**src/hw/pin_mux_pkg.sv**
```systemverilog
// Purpose: Shared constants and types for the LCD pad function multiplexer.
// Assumes: One clock domain, synchronous active-high reset.
// Notes:   Pad indices and reset values of the mode bits live here.

package pin_mux_pkg;

	// ****************************************
	// Pad layout
	// ****************************************
	localparam int NUM_PADS       = 20;
	localparam int LOW_PADS       = 15;
	localparam int IRQ_PAD_LO     = 15;
	localparam int SHARED_COM_LO  = 16;
	localparam int SHARED_COM_HI  = 18;
	localparam int IRQ_PAD_HI     = 19;

	// ****************************************
	// Reset values of the mode bits
	// ****************************************
	localparam logic LAYOUT_RST   = 1'b0;
	localparam logic IRQ_SEL_RST  = 1'b0;
	localparam logic POLARITY_RST = 1'b0;

	// Function chosen for one pad.
	typedef enum logic [3:0] {
		PAD_IDLE   = 4'h1,
		PAD_SEG    = 4'h2,
		PAD_COM    = 4'h4,
		PAD_IRQ    = 4'h8
	} pad_fn_t;

endpackage : pin_mux_pkg

```
**src/hw/pad_cfg_if.sv**
```systemverilog
// Purpose: Carries the mode bits between the mux top and its decoder.
// Assumes: Bits are registered by the top module.
// Notes:   One modport per side.

`timescale 1ns/100ps
`default_nettype none

interface pad_cfg_if;
	logic layout;
	logic irq_sel;
	logic [19:0] is_seg;
	logic [19:0] is_com;
	logic [19:0] is_irq;

	modport owner   (output layout, output irq_sel,
			input is_seg, input is_com, input is_irq);
	modport decoder (input layout, input irq_sel,
			output is_seg, output is_com, output is_irq);
endinterface : pad_cfg_if

`default_nettype wire

```
**src/hw/pad_fn_decode.sv**
```systemverilog
// Purpose: Decodes the layout and interrupt select bits into pad roles.
// Assumes: Inputs are registered mode bits.
// Notes:   Purely combinational.

`timescale 1ns/100ps
`default_nettype none

module pad_fn_decode
	import pin_mux_pkg::*;
(
	// Mode bits in, roles out.
	pad_cfg_if.decoder cfg
);

	// Role of each pad from the current mode.
	function automatic pad_fn_t pad_role(input int idx, input logic lay,
			input logic isel);
		pad_fn_t r;
		r = PAD_SEG;
		if (idx == IRQ_PAD_LO) begin
			r = (lay && isel) ? PAD_IRQ : PAD_SEG;
		end else if (idx >= SHARED_COM_LO && idx <= SHARED_COM_HI) begin
			r = lay ? PAD_COM : PAD_SEG;
		end else if (idx == IRQ_PAD_HI) begin
			if (lay)
				r = PAD_COM;
			else
				r = isel ? PAD_IRQ : PAD_SEG;
		end
		return r;
	endfunction : pad_role

	// One decoder per pad.
	genvar g;
	generate
		for (g = 0; g < NUM_PADS; g++) begin : g_pad
			pad_fn_t fn;
			assign fn = pad_role(g, cfg.layout, cfg.irq_sel);
			assign cfg.is_seg[g] = (fn == PAD_SEG);
			assign cfg.is_com[g] = (fn == PAD_COM);
			assign cfg.is_irq[g] = (fn == PAD_IRQ);
		end
	endgenerate

endmodule : pad_fn_decode

`default_nettype wire

```
**src/hw/lcd_key_irq_pin_mux.sv**
```systemverilog
// Purpose: Per-pad function select for a segment LCD driver with key scan.
// Assumes: Mode bits and pad levels come from logic on core_clk_i.
// Notes:   Key sense returns from pads pass three flip-flops.
// How it works
// - Pads 0 to 14 always drive segments, pulled down as keys during scan.
// - Layout 1, select 0: pad 15 is segment and pulled-down key.
// - Layout 1, select 1: pad 15 drives the interrupt instead.
// - Interrupt active low with polarity 0, active high with polarity 1.
// - Layout 0: pads 16 to 18 are segments and pulled-down keys.
// - Layout 1: pads 16 to 18 drive the upper common lines.
// - Layout 0, select 0: pad 19 is segment and pulled-down key.
// - After reset: four-common layout, commons low, segments inputs, pad 19 seg.
// - Standby: segments inputs, selected interrupt pad holds inactive level.

`timescale 1ns/100ps
`default_nettype none

module lcd_key_irq_pin_mux
	import pin_mux_pkg::*;
#(
	parameter int PADS = NUM_PADS
) (
	// Clock and reset.
	input  wire logic              core_clk_i,
	input  wire logic              reset_i,
	// Mode set and system state.
	input  wire logic              layout_i,
	input  wire logic              irq_sel_i,
	input  wire logic              polarity_i,
	input  wire logic              mode_load_i,
	input  wire logic              standby_i,
	input  wire logic              display_on_i,
	input  wire logic              key_scan_i,
	input  wire logic              irq_event_i,
	// Levels from the waveform generator.
	input  wire logic [PADS-1:0]   segment_drive_i,
	input  wire logic [PADS-1:0]   common_drive_i,
	// Pads.
	input  wire logic [PADS-1:0]   pad_in_i,
	output logic      [PADS-1:0]   pad_out_o,
	output logic      [PADS-1:0]   pad_oe_o,
	output logic      [PADS-1:0]   pad_pulldown_o,
	// Key sense and role report.
	output logic      [PADS-1:0]   key_sense_o,
	output logic      [PADS-1:0]   pad_is_com_o
);

	// ****************************************
	// Mode bits
	// ****************************************
	logic layout_r, layout_nxt;
	logic irq_sel_r, irq_sel_nxt;
	logic pol_r, pol_nxt;
	pad_cfg_if cfg ();

	// Mode bits load only on the mode set strobe, so a half-written
	// mode never reaches the pads.
	always_comb begin
		layout_nxt  = layout_r;
		irq_sel_nxt = irq_sel_r;
		pol_nxt     = pol_r;
		if (mode_load_i) begin
			layout_nxt  = layout_i;
			irq_sel_nxt = irq_sel_i;
			pol_nxt     = polarity_i;
		end
	end

	// Reset restores the four-common layout with pad 19 on segments.
	always_ff @(posedge core_clk_i) begin
		if (reset_i) begin
			layout_r  <= LAYOUT_RST;
			irq_sel_r <= IRQ_SEL_RST;
			pol_r     <= POLARITY_RST;
		end else begin
			layout_r  <= layout_nxt;
			irq_sel_r <= irq_sel_nxt;
			pol_r     <= pol_nxt;
		end
	end

	assign cfg.layout  = layout_r;
	assign cfg.irq_sel = irq_sel_r;

	pad_fn_decode u_dec (
		.cfg (cfg)
	);

	// ****************************************
	// Pad drive
	// ****************************************
	logic [PADS-1:0] out_nxt, oe_nxt, pd_nxt;
	logic [PADS-1:0] out_r, oe_r, pd_r;
	logic            run_r;
	logic            irq_level;

	// Asserted level follows the polarity bit; inactive is its inverse.
	// Standby masks the event, so the pad idles even if a late event
	// is still high when the device goes to sleep.
	assign irq_level = pol_r ? (irq_event_i && !standby_i)
			: !(irq_event_i && !standby_i);

	// Segments drive only while running and displaying; otherwise, except in key scan, they
	// float as inputs, which is also the state after reset.
	always_comb begin
		for (int i = 0; i < PADS; i++) begin
			out_nxt[i] = 1'b0;
			oe_nxt[i]  = 1'b0;
			pd_nxt[i]  = 1'b0;
			if (cfg.is_irq[i]) begin
				oe_nxt[i]  = 1'b1;
				out_nxt[i] = irq_level;
			end else if (cfg.is_com[i]) begin
				oe_nxt[i]  = 1'b1;
				out_nxt[i] = (run_r && !standby_i) ? common_drive_i[i]
						: 1'b0;
			end else if (cfg.is_seg[i]) begin
				pd_nxt[i]  = key_scan_i && !standby_i;
				oe_nxt[i]  = run_r && display_on_i && !standby_i
						&& !key_scan_i;
				out_nxt[i] = oe_nxt[i] & segment_drive_i[i];
			end
		end
	end

	// Pad registers; run_r stays low until the first cycle after reset
	// so the first driven value is never stale.
	always_ff @(posedge core_clk_i) begin
		if (reset_i) begin
			out_r <= '0;
			oe_r  <= '0;
			pd_r  <= '0;
			run_r <= 1'b0;
		end else begin
			out_r <= out_nxt;
			oe_r  <= oe_nxt;
			pd_r  <= pd_nxt;
			run_r <= 1'b1;
		end
	end

	assign pad_out_o      = out_r;
	assign pad_oe_o       = oe_r;
	assign pad_pulldown_o = pd_r;
	assign pad_is_com_o   = cfg.is_com;

	// ****************************************
	// Key sense synchroniser
	// ****************************************
	logic [PADS-1:0] ks_meta_r, ks_sync_r, key_nxt, key_r;

	// Pads are asynchronous, so only the second stage is used.
	always_comb begin
		key_nxt = ks_sync_r & pd_r;
	end

	always_ff @(posedge core_clk_i) begin
		if (reset_i) begin
			ks_meta_r <= '0;
			ks_sync_r <= '0;
			key_r     <= '0;
		end else begin
			ks_meta_r <= pad_in_i;
			ks_sync_r <= ks_meta_r;
			key_r     <= key_nxt;
		end
	end

	assign key_sense_o = key_r;

	// ****************************************
	// Checks
	// ****************************************
	a_low_pads_seg: assert property (
		@(posedge core_clk_i) disable iff (reset_i)
		(cfg.is_seg[LOW_PADS-1:0] == '1))
		else $error("low pad lost segment role");
	a_p15_seg: assert property (
		@(posedge core_clk_i) disable iff (reset_i)
		(layout_r && !irq_sel_r && key_scan_i && !standby_i)
		|=> pad_pulldown_o[IRQ_PAD_LO])
		else $error("pad 15 not keyed");
	a_p15_irq: assert property (
		@(posedge core_clk_i) disable iff (reset_i)
		$rose(layout_r && irq_sel_r)
		|=> pad_oe_o[IRQ_PAD_LO] && !pad_pulldown_o[IRQ_PAD_LO])
		else $error("pad 15 not irq");
	a_irq_pol: assert property (
		@(posedge core_clk_i) disable iff (reset_i)
		cfg.is_irq[IRQ_PAD_HI] && $stable(cfg.is_irq[IRQ_PAD_HI])
		##1 $stable(pol_r) && $stable(irq_event_i)
		|-> pad_out_o[IRQ_PAD_HI] == ($past(pol_r)
			~^ ($past(irq_event_i) && !$past(standby_i))))
		else $error("irq polarity wrong");
	a_mid_seg: assert property (
		@(posedge core_clk_i) disable iff (reset_i)
		!layout_r |-> cfg.is_seg[SHARED_COM_HI:SHARED_COM_LO] == 3'h7)
		else $error("pads 16-18 not segment");
	a_mid_com: assert property (
		@(posedge core_clk_i) disable iff (reset_i)
		layout_r && $stable(layout_r)
		|=> pad_oe_o[SHARED_COM_HI:SHARED_COM_LO] == 3'h7)
		else $error("pads 16-18 not common");
	a_p19_seg: assert property (
		@(posedge core_clk_i) disable iff (reset_i)
		!layout_r && !irq_sel_r |-> cfg.is_seg[IRQ_PAD_HI])
		else $error("pad 19 not segment");
	a_p19_other: assert property (
		@(posedge core_clk_i) disable iff (reset_i)
		(!layout_r && irq_sel_r |-> cfg.is_irq[IRQ_PAD_HI])
		and (layout_r |-> cfg.is_com[IRQ_PAD_HI]))
		else $error("pad 19 role wrong");
	a_reset_state: assert property (
		@(posedge core_clk_i)
		$fell(reset_i) |-> pad_oe_o == '0 && !layout_r
			&& cfg.is_seg[IRQ_PAD_HI])
		else $error("reset state wrong");
	a_standby_in: assert property (
		@(posedge core_clk_i) disable iff (reset_i)
		standby_i ##1 standby_i |-> (pad_oe_o & $past(cfg.is_seg)) == '0)
		else $error("segment driven in standby");
	// The interrupt pad keeps driving its idle level through standby.
	a_irq_idle: assert property (
		@(posedge core_clk_i) disable iff (reset_i)
		standby_i && (cfg.is_irq != '0)
		|=> ((pad_oe_o & $past(cfg.is_irq)) == $past(cfg.is_irq))
			&& ((pad_out_o & $past(cfg.is_irq))
			== ($past(pol_r) ? '0 : $past(cfg.is_irq))))
		else $error("interrupt pad not idle in standby");
	// A key is only reported on a pad that had its pull-down applied.
	a_key_masked: assert property (
		@(posedge core_clk_i) disable iff (reset_i)
		(key_sense_o & ~$past(pad_pulldown_o)) == '0)
		else $error("key sensed on pad without pull-down");

endmodule : lcd_key_irq_pin_mux

`default_nettype wire

```
**config.mk**
```make
export PLATFORM = sky130hd
export DESIGN_NAME = lcd_key_irq_pin_mux
export DESIGN_NICKNAME = d
export VERILOG_FILES = /design/src/hw/pin_mux_pkg.sv /design/src/hw/pad_cfg_if.sv /design/src/hw/pad_fn_decode.sv /design/src/hw/lcd_key_irq_pin_mux.sv
export SDC_FILE = /design/constraint.sdc
export NUM_CORES = 1
export LEC_CHECK = 0
export BUFFER_PORTS_ARGS = -buffer_cell sky130_fd_sc_hd__buf_2
export CAP_MARGIN = 20
export CORE_UTILIZATION = 34
export CTS_CLUSTER_DIAMETER = 150
export DETAILED_ROUTE_END_ITERATION = 12
export GPL_TIMING_DRIVEN = 0
export MAX_ROUTING_LAYER = met4
export PLACE_DENSITY = 0.77
export SKIP_CTS_REPAIR_TIMING = 1
export SLEW_MARGIN = 0
export SYNTH_ARGS = -nofsm -noshare
export SYNTH_HDL_FRONTEND = slang
export SYNTH_SLANG_ARGS = --single-unit
```
**constraint.sdc**
```tcl
create_clock -name core_clk_i -period 1.25 [get_ports core_clk_i]
set_clock_uncertainty 0.05 [all_clocks]
set_input_delay 0 -clock core_clk_i [delete_from_list [all_inputs] [get_ports core_clk_i]]
set_output_delay 0 -clock core_clk_i [all_outputs]
set_load 0.02 [all_outputs]
```
==> impl_metrics.tcl, run 1 <==
set metrics [dict create \
    status "finished with violations" \
    violations "setup timing" \
    cp-start-kind "flip-flop" \
    final_common_cell "buf_2" \
    p_comb_share_pct 10.9 \
    clockRootBuffer "clkbuf_8" \
    stdcell_count 593 \
    maxCapViolCount 0 \
    synth.avg_cell_area_sq_um 11.2 \
    ys_top_cells_by_area "dfxtp_1, buf_4, nor2b_1" \
    dr.first_iter.drc_count 61 \
    cts_htree_levels 3 \
    cts_tree "yes" \
    powerDensity_nw_per_um2 1260 \
    area_growth_pct 55.7 \
    wire_per_inst_um 11.5 \
    path_class "flip-flop to flip-flop" \
    syn_area_sq_um 2980 \
    io-pin-count 170 \
    final_cell_mix "buf_2, dfxtp_1, buf_4" \
    first_pass_iters 4 \
    synth-seq-area-share_pct 61.8 \
    drt-vias-per-instance 4.01 \
    yosys_warnings 0 \
    drc_errors 0 \
    antenna_found_initial 0 \
    fmax_ghz 0.781 \
    hp-class "primary input to flip-flop" \
    die_h_um 95.6 \
    clkTransAtPathRegs_ns 0.09 \
    synth_cell_types 25 \
    finalCritPeriodShare_pct 102 \
    clock_latency_ns 0.34 \
    grt_max_degree 17 \
    async_reset_ff_share_pct 0 \
    critPathMaxFanout 8 \
    finish.utilization_pct 55.7 \
    end_kind "flip-flop" \
    nets 554 \
    grt_pass1_wl_um 7790 \
    gp_congestion 0.690 \
    hpwlAfterDp_um 4150 \
    gr-total-overflow 0 \
    drt_wl_total_um 6820 \
    n_antenna_cell 0 \
    rsz0062_at_grt "true" \
    row_count 33 \
    clkPwrFrac_pct 37.0 \
    die_area_sq_um 9150 \
    cts.sinks 92 \
    synth_cells 267 \
    core_sq_um 8340 \
    setup_viol 1 \
    intPower_mw 4.50 \
    period_minus_slack_ns 1.28 \
    crit_arrival_ns 1.52 \
    hold_violations 0 \
    power.switching_mw 1.35 \
    first_global_vias 1752 \
    seqPwrFrac_pct 52.1 \
    ys_ff_latch 92 \
    leakage_nw 2.42 \
    cts_buffer_depth 2 \
    grt_usage_pct 11.9 \
    swShare_pct 23.1 \
    max-vdd-ir-drop_v 0.000634 \
    synth_area_leader_cell "dfxtp_1" \
    cts_inserted_buffers 9 \
    io_buffers 137 \
    synth_top_cell_area_share_pct 61.8 \
    drive_above_1_share_pct 44.9 \
    die-width_um 95.6 \
    place_inst 524 \
    ant_nets 0 \
    finalSetupTns_ns -0.0304 \
    post-place-ws_ns -0.246 \
    synth_edf_count 0 \
    setup_ws_ns -0.0304 \
    synth_ff_type "dfxtp_1" \
    drv_slew 0 \
    initial_core_util_pct 35.7 \
    vias 2379 \
    cp.required_ns 1.49 \
    fin_hold_ws_ns 0.0227 \
]
worst max-delay path, cell delays in order (launching register included):
cell and delay, ns:
dfxtp_2 0.37, nand2_4 0.06, nor4_4 0.25, buf_6 0.16, and2b_1 0.16, a22o_1 0.15
power groups by stage:
stage | Combinational (mW) | Clock [mW] | Sequential, mW
global placement | 0.483 | 0 | 3.12
global route | 0.687 | 2.34 | 3.06
finish | 0.635 | 2.17 | 3.05
detailed placement | 0.490 | 0 | 3.12
floorplan | 0.290 | 0 | 3.14
CTS | 0.491 | 2.23 | 3.05
cell usage after synthesis (2+ instances only):
master,n
a21oi_1,2
buf_4,52
and3_1,3
clkbuf_1,6
mux2i_1,3
nand3_1,2
inv_1,2
nor2_1,8
buf_2,2
nor2b_1,43
nor3_1,3
nand2_1,3
and2_1,33
dfxtp_1,92
a22o_1,3
metal layers:
metal	wire, um	track usage, %	vias to the layer above
met5	0	-	-
met4	228	4.10	0
met3	508	5.82	24
met2	3680	20.8	122
met1	2400	11.4	1042
li1	-	-	1191
stage by stage:
| step | instance area (sq um) | power, mW |
|---|---|---|
| floorplan | 3040 | 3.43 |
| global placement | 3860 | 3.60 |
| detailed placement | 3860 | 3.61 |
| CTS | 4080 | 5.77 |
| global route | 4640 | 6.09 |
| finish | 4640 | 5.85 |
layout make-up:
type | instances | area (sq um)
fill | 725 | 3700
sequential | 92 | 1850
timing repair buffer | 191 | 1220
multi-input combinational | 128 | 786
buffer | 60 | 429
tap | 105 | 131
clock buffer | 9 | 124
clock inverter | 6 | 96.3
inverter | 2 | 7.51
path summary, 6_finish.rpt:
kind                startpoint        endpoint  slack (ns)  depth (start not counted)
hold / removal       standby_i   pad_out_o[15]        0.02                          4
hold reg to reg   ks_sync_r[4]  key_sense_o[4]        0.38                          1
setup reg to reg         run_r   pad_out_o[16]       -0.03                          5
setup / recovery         run_r   pad_out_o[16]       -0.03                          5
registers in the layout (all words and copies together), names as in the netlist:
| register | count |
|---|---|
| cfg.irq_sel | 1 |
| cfg.layout | 1 |
| key_sense_o | 20 |
| ks_meta_r | 20 |
| ks_sync_r | 20 |
| pad_oe_o | 4 |
| pad_out_o | 20 |
| pad_pulldown_o | 4 |
| pol_r | 1 |
| run_r | 1 |
kinds of logic (layout without fill, tap and decap cells):
logic type	Yosys count	after routing	synth area share [%]
multiplexers	3	3	1.01
XOR/XNOR	1	1	0.294
flip-flops	92	92	61.8
buffers and inverters	62	268	14.4
AO/OA/AOI/OAI	8	8	1.85
AND/OR/NAND/NOR	100	100	20.5
other	1	16	0.126
Power figures use the tool's default switching activity.
==> inputs of run 2 (changes only) <==
--- a/config.mk
+++ b/config.mk
@@ -5,7 +5,7 @@
 export SDC_FILE = /design/constraint.sdc
 export NUM_CORES = 1
 export LEC_CHECK = 0
-export BUFFER_PORTS_ARGS = -buffer_cell sky130_fd_sc_hd__buf_2
+export BUFFER_PORTS_ARGS = -buffer_cell sky130_fd_sc_hd__buf_4
 export CAP_MARGIN = 20
 export CORE_UTILIZATION = 34
 export CTS_CLUSTER_DIAMETER = 150
@@ -13,6 +13,7 @@
 export GPL_TIMING_DRIVEN = 0
 export MAX_ROUTING_LAYER = met4
 export PLACE_DENSITY = 0.77
+export REMOVE_ABC_BUFFERS = 1
 export SKIP_CTS_REPAIR_TIMING = 1
 export SLEW_MARGIN = 0
 export SYNTH_ARGS = -nofsm -noshare
==> impl_metrics.tcl, run 2 (synthesis gave the netlist of run 1 again) <==
set metrics [dict create \
    cts_buffer_depth 2 \
    wire_per_inst_um 12.0 \
    cts_inserted_buffers 9 \
    finalCritPeriodShare_pct 99.4 \
    drive_above_1_share_pct 37.7 \
    crit_buf_inv 0 \
    clock_latency_ns 0.34 \
    cts_htree_levels 3 \
    maxCapViolCount 0 \
    cp_slowest_stage_delay_ns 0.35 \
    setup_ws_ns 0.00787 \
    period_minus_slack_ns 1.24 \
    drt-vias-per-instance 4.16 \
    die-width_um 95.6 \
    setup_viol 0 \
    finish.utilization_pct 54.0 \
    gr-total-overflow 0 \
    first_pass_iters 4 \
    end_kind "flip-flop" \
    row_count 33 \
    stdcell_count 532 \
    drv_slew 0 \
    clkTransAtPathRegs_ns 0.09 \
    n_fill_cell 736 \
    status "finished clean" \
    cts.sinks 92 \
    crit_arrival_ns 1.48 \
    cts_tree "yes" \
    leakage_nw 2.12 \
    die_area_sq_um 9150 \
    fin_hold_ws_ns 0.0675 \
    fmax_ghz 0.805 \
    antenna_found_initial 0 \
    io-pin-count 170 \
    crit_family "simple AND/OR/NAND/NOR gates" \
    max-vdd-ir-drop_v 0.000755 \
    cp-start-kind "flip-flop" \
    worst-slew-pin-transition_ns 0.535 \
    grt_pass1_wl_um 7680 \
    dr.first_iter.drc_count 33 \
    cp.required_ns 1.48 \
    multi_input_area_sq_um 781 \
    cp_cell_sequence "nand2_2 > nor4_4 > and2b_1 > a22o_1" \
    first_global_vias 1690 \
    nets 492 \
    initial_core_util_pct 35.7 \
    powerDensity_nw_per_um2 1230 \
    vias 2215 \
    io_buffers 137 \
    post-place-ws_ns -0.483 \
    drc_errors 0 \
    p_total_mw 5.56 \
    hp-class "primary input to flip-flop" \
    gp_congestion 0.738 \
    relSlewSlack_pct 64.3 \
    critPathMaxFanout 3 \
    grt_max_degree 53 \
    r2r_slack_ns 0.008 \
    grt_usage_pct 11.7 \
    path_class "flip-flop to flip-flop" \
    drt_wl_total_um 6390 \
    core_sq_um 8340 \
    seqCellArea_sq_um 1850 \
    ant_nets 0 \
    n_antenna_cell 0 \
    place_inst 464 \
    hpwlAfterDp_um 3800 \
    final_common_cell "buf_4" \
    hold_violations 0 \
    crit_slowest_cell "dfxtp_2" \
    area_growth_pct 51.2 \
    final_cell_mix "buf_4, dfxtp_1, dlygate4sd3_1" \
    die_h_um 95.6 \
    clockRootBuffer "clkbuf_8" \
]
==> run 2: layout make-up <==
type	count	area share (%)
inverters	2	0.167
clock inverters	5	1.36
well taps	105	2.92
multi-input cells	128	17.3
repair buffers	189	34.3
clock buffers	11	2.92
flip-flops and latches	92	41.0
==> run 2: layer usage <==
layer | up-vias | routed length (um) | global-route usage [%]
li1 | 1068 | - | -
met1 | 1036 | 2300 | 11.5
met2 | 95 | 3520 | 20.1
met3 | 16 | 381 | 5.26
met4 | 0 | 190 | 4.60
met5 | - | 0 | -
==> run 2: worst paths after layout <==
check	from	end	cells after the start
worst max-delay path	run_r	pad_out_o[16]	4
worst min-delay path	display_on_i	pad_oe_o[14]	4
worst max register to register	run_r	pad_out_o[16]	4
worst min register to register	ks_sync_r[7]	key_sense_o[7]	1
==> run 2: worst min-delay path: stages <==
cell and delay (ns):
buf_4 0.11, nand2_2 0.09, nor4_4 0.07, buf_6 0.14
==> run 2: report_power, final <==
part	total [mW]	leakage, nW	switching (mW)	internal (mW)
Clock	1.90	0.0862	0.962	0.933
Sequential	3.06	0.754	0.0417	3.02
Combinational	0.605	1.28	0.268	0.337
Total	5.56	2.12	1.27	4.29
==> run 2: stage by stage <==
| stage | setup TNS [ns] | instance area (sq um) |
|---|---|---|
| 3_5_place_dp | -10.56 | 3770 |
| 5_1_grt | -0.142 | 4510 |
| 2_1_floorplan | -58.65 | 2620 |
| 4_1_cts | -12.00 | 3970 |
| 6_report | 0 | 4510 |
| 3_3_place_gp | -7.53 | 3770 |
==> inputs of run 3 (changes only) <==
--- a/config.mk
+++ b/config.mk
@@ -5,6 +5,7 @@
 export SDC_FILE = /design/constraint.sdc
 export NUM_CORES = 1
 export LEC_CHECK = 0
+export ABC_AREA = 1
 export BUFFER_PORTS_ARGS = -buffer_cell sky130_fd_sc_hd__buf_4
 export CAP_MARGIN = 20
 export CORE_UTILIZATION = 34
@@ -12,7 +13,7 @@
 export DETAILED_ROUTE_END_ITERATION = 12
 export GPL_TIMING_DRIVEN = 0
 export MAX_ROUTING_LAYER = met4
-export PLACE_DENSITY = 0.77
+export PLACE_DENSITY = 0.76
 export REMOVE_ABC_BUFFERS = 1
 export SKIP_CTS_REPAIR_TIMING = 1
 export SLEW_MARGIN = 0
==> constraint.sdc (replaced) <==
create_clock -name core_clk_i -period 1.25 [get_ports core_clk_i]
set_clock_uncertainty 0.05 [all_clocks]
set_input_delay 0.25 -clock core_clk_i [delete_from_list [all_inputs] [get_ports core_clk_i]]
set_output_delay 0.25 -clock core_clk_i [all_outputs]
set_load 0.02 [all_outputs]
==> impl_metrics.tcl, run 3 <==
set metrics [dict create \
    status "finished with violations" \
    violations "DRC, setup timing" \
    yosys_warnings 0 \
    drv_slew 0 \
    cp-start-kind "flip-flop" \
    hp-class "primary input to flip-flop" \
    rsz0062_at_grt "true" \
    cts_htree_levels 3 \
    nets 536 \
    cts_inserted_buffers 9 \
    grt_max_degree 70 \
    clock_latency_ns 0.34 \
    setup_viol 29 \
    critPathMaxFanout 8 \
    period_minus_slack_ns 1.29 \
    stdcell_count 582 \
    synth_common_cells "dfxtp_1, nor2_1, inv_1" \
    cts_tree "yes" \
    synth-seq-area-share_pct 57.5 \
    cp_cell_sequence "buf_12 > buf_4" \
    synth_top_cell_area_share_pct 57.5 \
    synth_ff_type "dfxtp_1" \
    hpwlAfterDp_um 4160 \
    crit_family "flip-flops" \
    placed_area_sq_um 3960 \
    ant_nets 0 \
    dr.first_iter.drc_count 41 \
    die_area_sq_um 9820 \
    final_cell_mix "buf_4, dfxtp_1, nor2_1" \
    maxCapViolCount 0 \
    synth_cell_types 22 \
    area_growth_pct 34.1 \
    drt-vias-per-instance 3.92 \
    ys_ff_latch 92 \
    vias 2280 \
    ys_top_cells_by_area "dfxtp_1, buf_4, nor2_1" \
    n_antenna_cell 0 \
    gp_congestion 0.764 \
    initial_core_util_pct 34.8 \
    max-vdd-ir-drop_v 0.000620 \
    leakage_nw 2.23 \
    setup_ws_ns -0.0388 \
    end_kind "primary output" \
    syn_area_sq_um 3200 \
    clockRootBuffer "clkbuf_8" \
    core_sq_um 9200 \
    cts_buffer_depth 2 \
    hold_violations 0 \
    crit_buf_inv 2 \
    row_count 35 \
    crit_slowest_cell "dfxtp_4" \
    final_cell_area_sq_um 4300 \
    antenna_found_initial 0 \
    cts.sinks 92 \
    drc_errors 1 \
    place_inst 560 \
    crit_arrival_ns 0.99 \
    finalCritPeriodShare_pct 103 \
    fmax_ghz 0.776 \
    path_class "flip-flop to primary output" \
    synth_area_leader_cell "dfxtp_1" \
    grt_pass1_wl_um 8800 \
    async_reset_ff_share_pct 0 \
    final_common_cell "buf_4" \
    clkTransAtPathRegs_ns 0.09 \
    die_h_um 99.1 \
    first_global_vias 1943 \
    grt_usage_pct 11.8 \
    drive_above_1_share_pct 39.7 \
    finalSetupTns_ns -0.654 \
    first_pass_iters 10 \
    cp.required_ns 0.95 \
    cp_slowest_stage_delay_ns 0.36 \
    io-pin-count 170 \
    synth.avg_cell_area_sq_um 8.88 \
    die-width_um 99.1 \
    drt_wl_total_um 5990 \
    io_buffers 137 \
    powerDensity_nw_per_um2 1250 \
    wire_per_inst_um 10.3 \
    gr-total-overflow 0 \
    yosysMostFrequentCell "dfxtp_1" \
    synth_edf_count 0 \
    synth_cells 361 \
]
run 3: cell count changes in the layout (fill, tap and decap cells not counted), moves of 4 or more:
cell,change
a21oi_1,+4
and2_1,-33
buf_4,-17
buf_6,+17
dlygate4sd3_1,-50
inv_1,+63
nand2_1,+30
nor2_1,+58
nor2_2,+15
nor2b_1,-42
run 3: stage by stage:
stage          utilization (%)  hold WS, ns  total power [mW]  setup WS, ns
2_1_floorplan                -        0.269              3.38         -1.54
3_3_place_gp              43.1        0.340              3.66        -0.403
3_5_place_dp              43.1        0.343              3.67        -0.465
4_1_cts                   45.0       0.0384              5.42        -0.758
5_1_grt                   46.7       0.0370              5.62       -0.0870
6_report                  46.7       0.0581              5.37       -0.0388
run 3: logic make-up after synthesis:
family	after synthesis	share of synthesized area (%)
AO/OA/AOI/OAI	13	2.85
other	1	0.117
buffers and inverters	131	22.5
AND/OR/NAND/NOR	124	17.1
flip-flops	92	57.5
run 3: path summary, 6_finish.rpt:
path	cells past startpoint	slack, ns	from	end
worst max register to register	4	0.15	run_r	pad_out_o[17]
worst max-delay path	2	-0.04	pad_pulldown_o[13]	pad_pulldown_o[4]
worst min-delay path	3	0.06	pad_in_i[3]	ks_meta_r[3]
worst min register to register	2	0.35	ks_meta_r[14]	ks_sync_r[14]
run 3: tightest hold or removal path, stage by stage:
cell and delay (ns):
buf_4 0.07, inv_1 0.03, nor2_1 0.06
run 3: cell type report:
type                    count  area [sq um]
multi-input cells         153           698
inverters                  67           253
clock inverters             7          52.6
repair buffers            143          1180
fillers                   894          4900
flip-flops and latches     92          1850
clock buffers               9           124
well taps                 111           139
run 3: routing by layer:
layer / vias up / GRT usage (%) / wire (um)
met1: 1026 / 12.3 / 2390
met4: 0 / 6.22 / 93
met3: 9 / 2.62 / 229
met2: 66 / 20.6 / 3280
met5: - / - / 0
li1: 1179 / - / -
run 3: power by group:
group / total (mW) / switching, mW / internal (mW) / leakage, nW
combinational: 0.577 / 0.318 / 0.259 / 1.39
clock: 1.74 / 1.01 / 0.732 / 0.0896
sequential: 3.05 / 0.0341 / 3.02 / 0.755
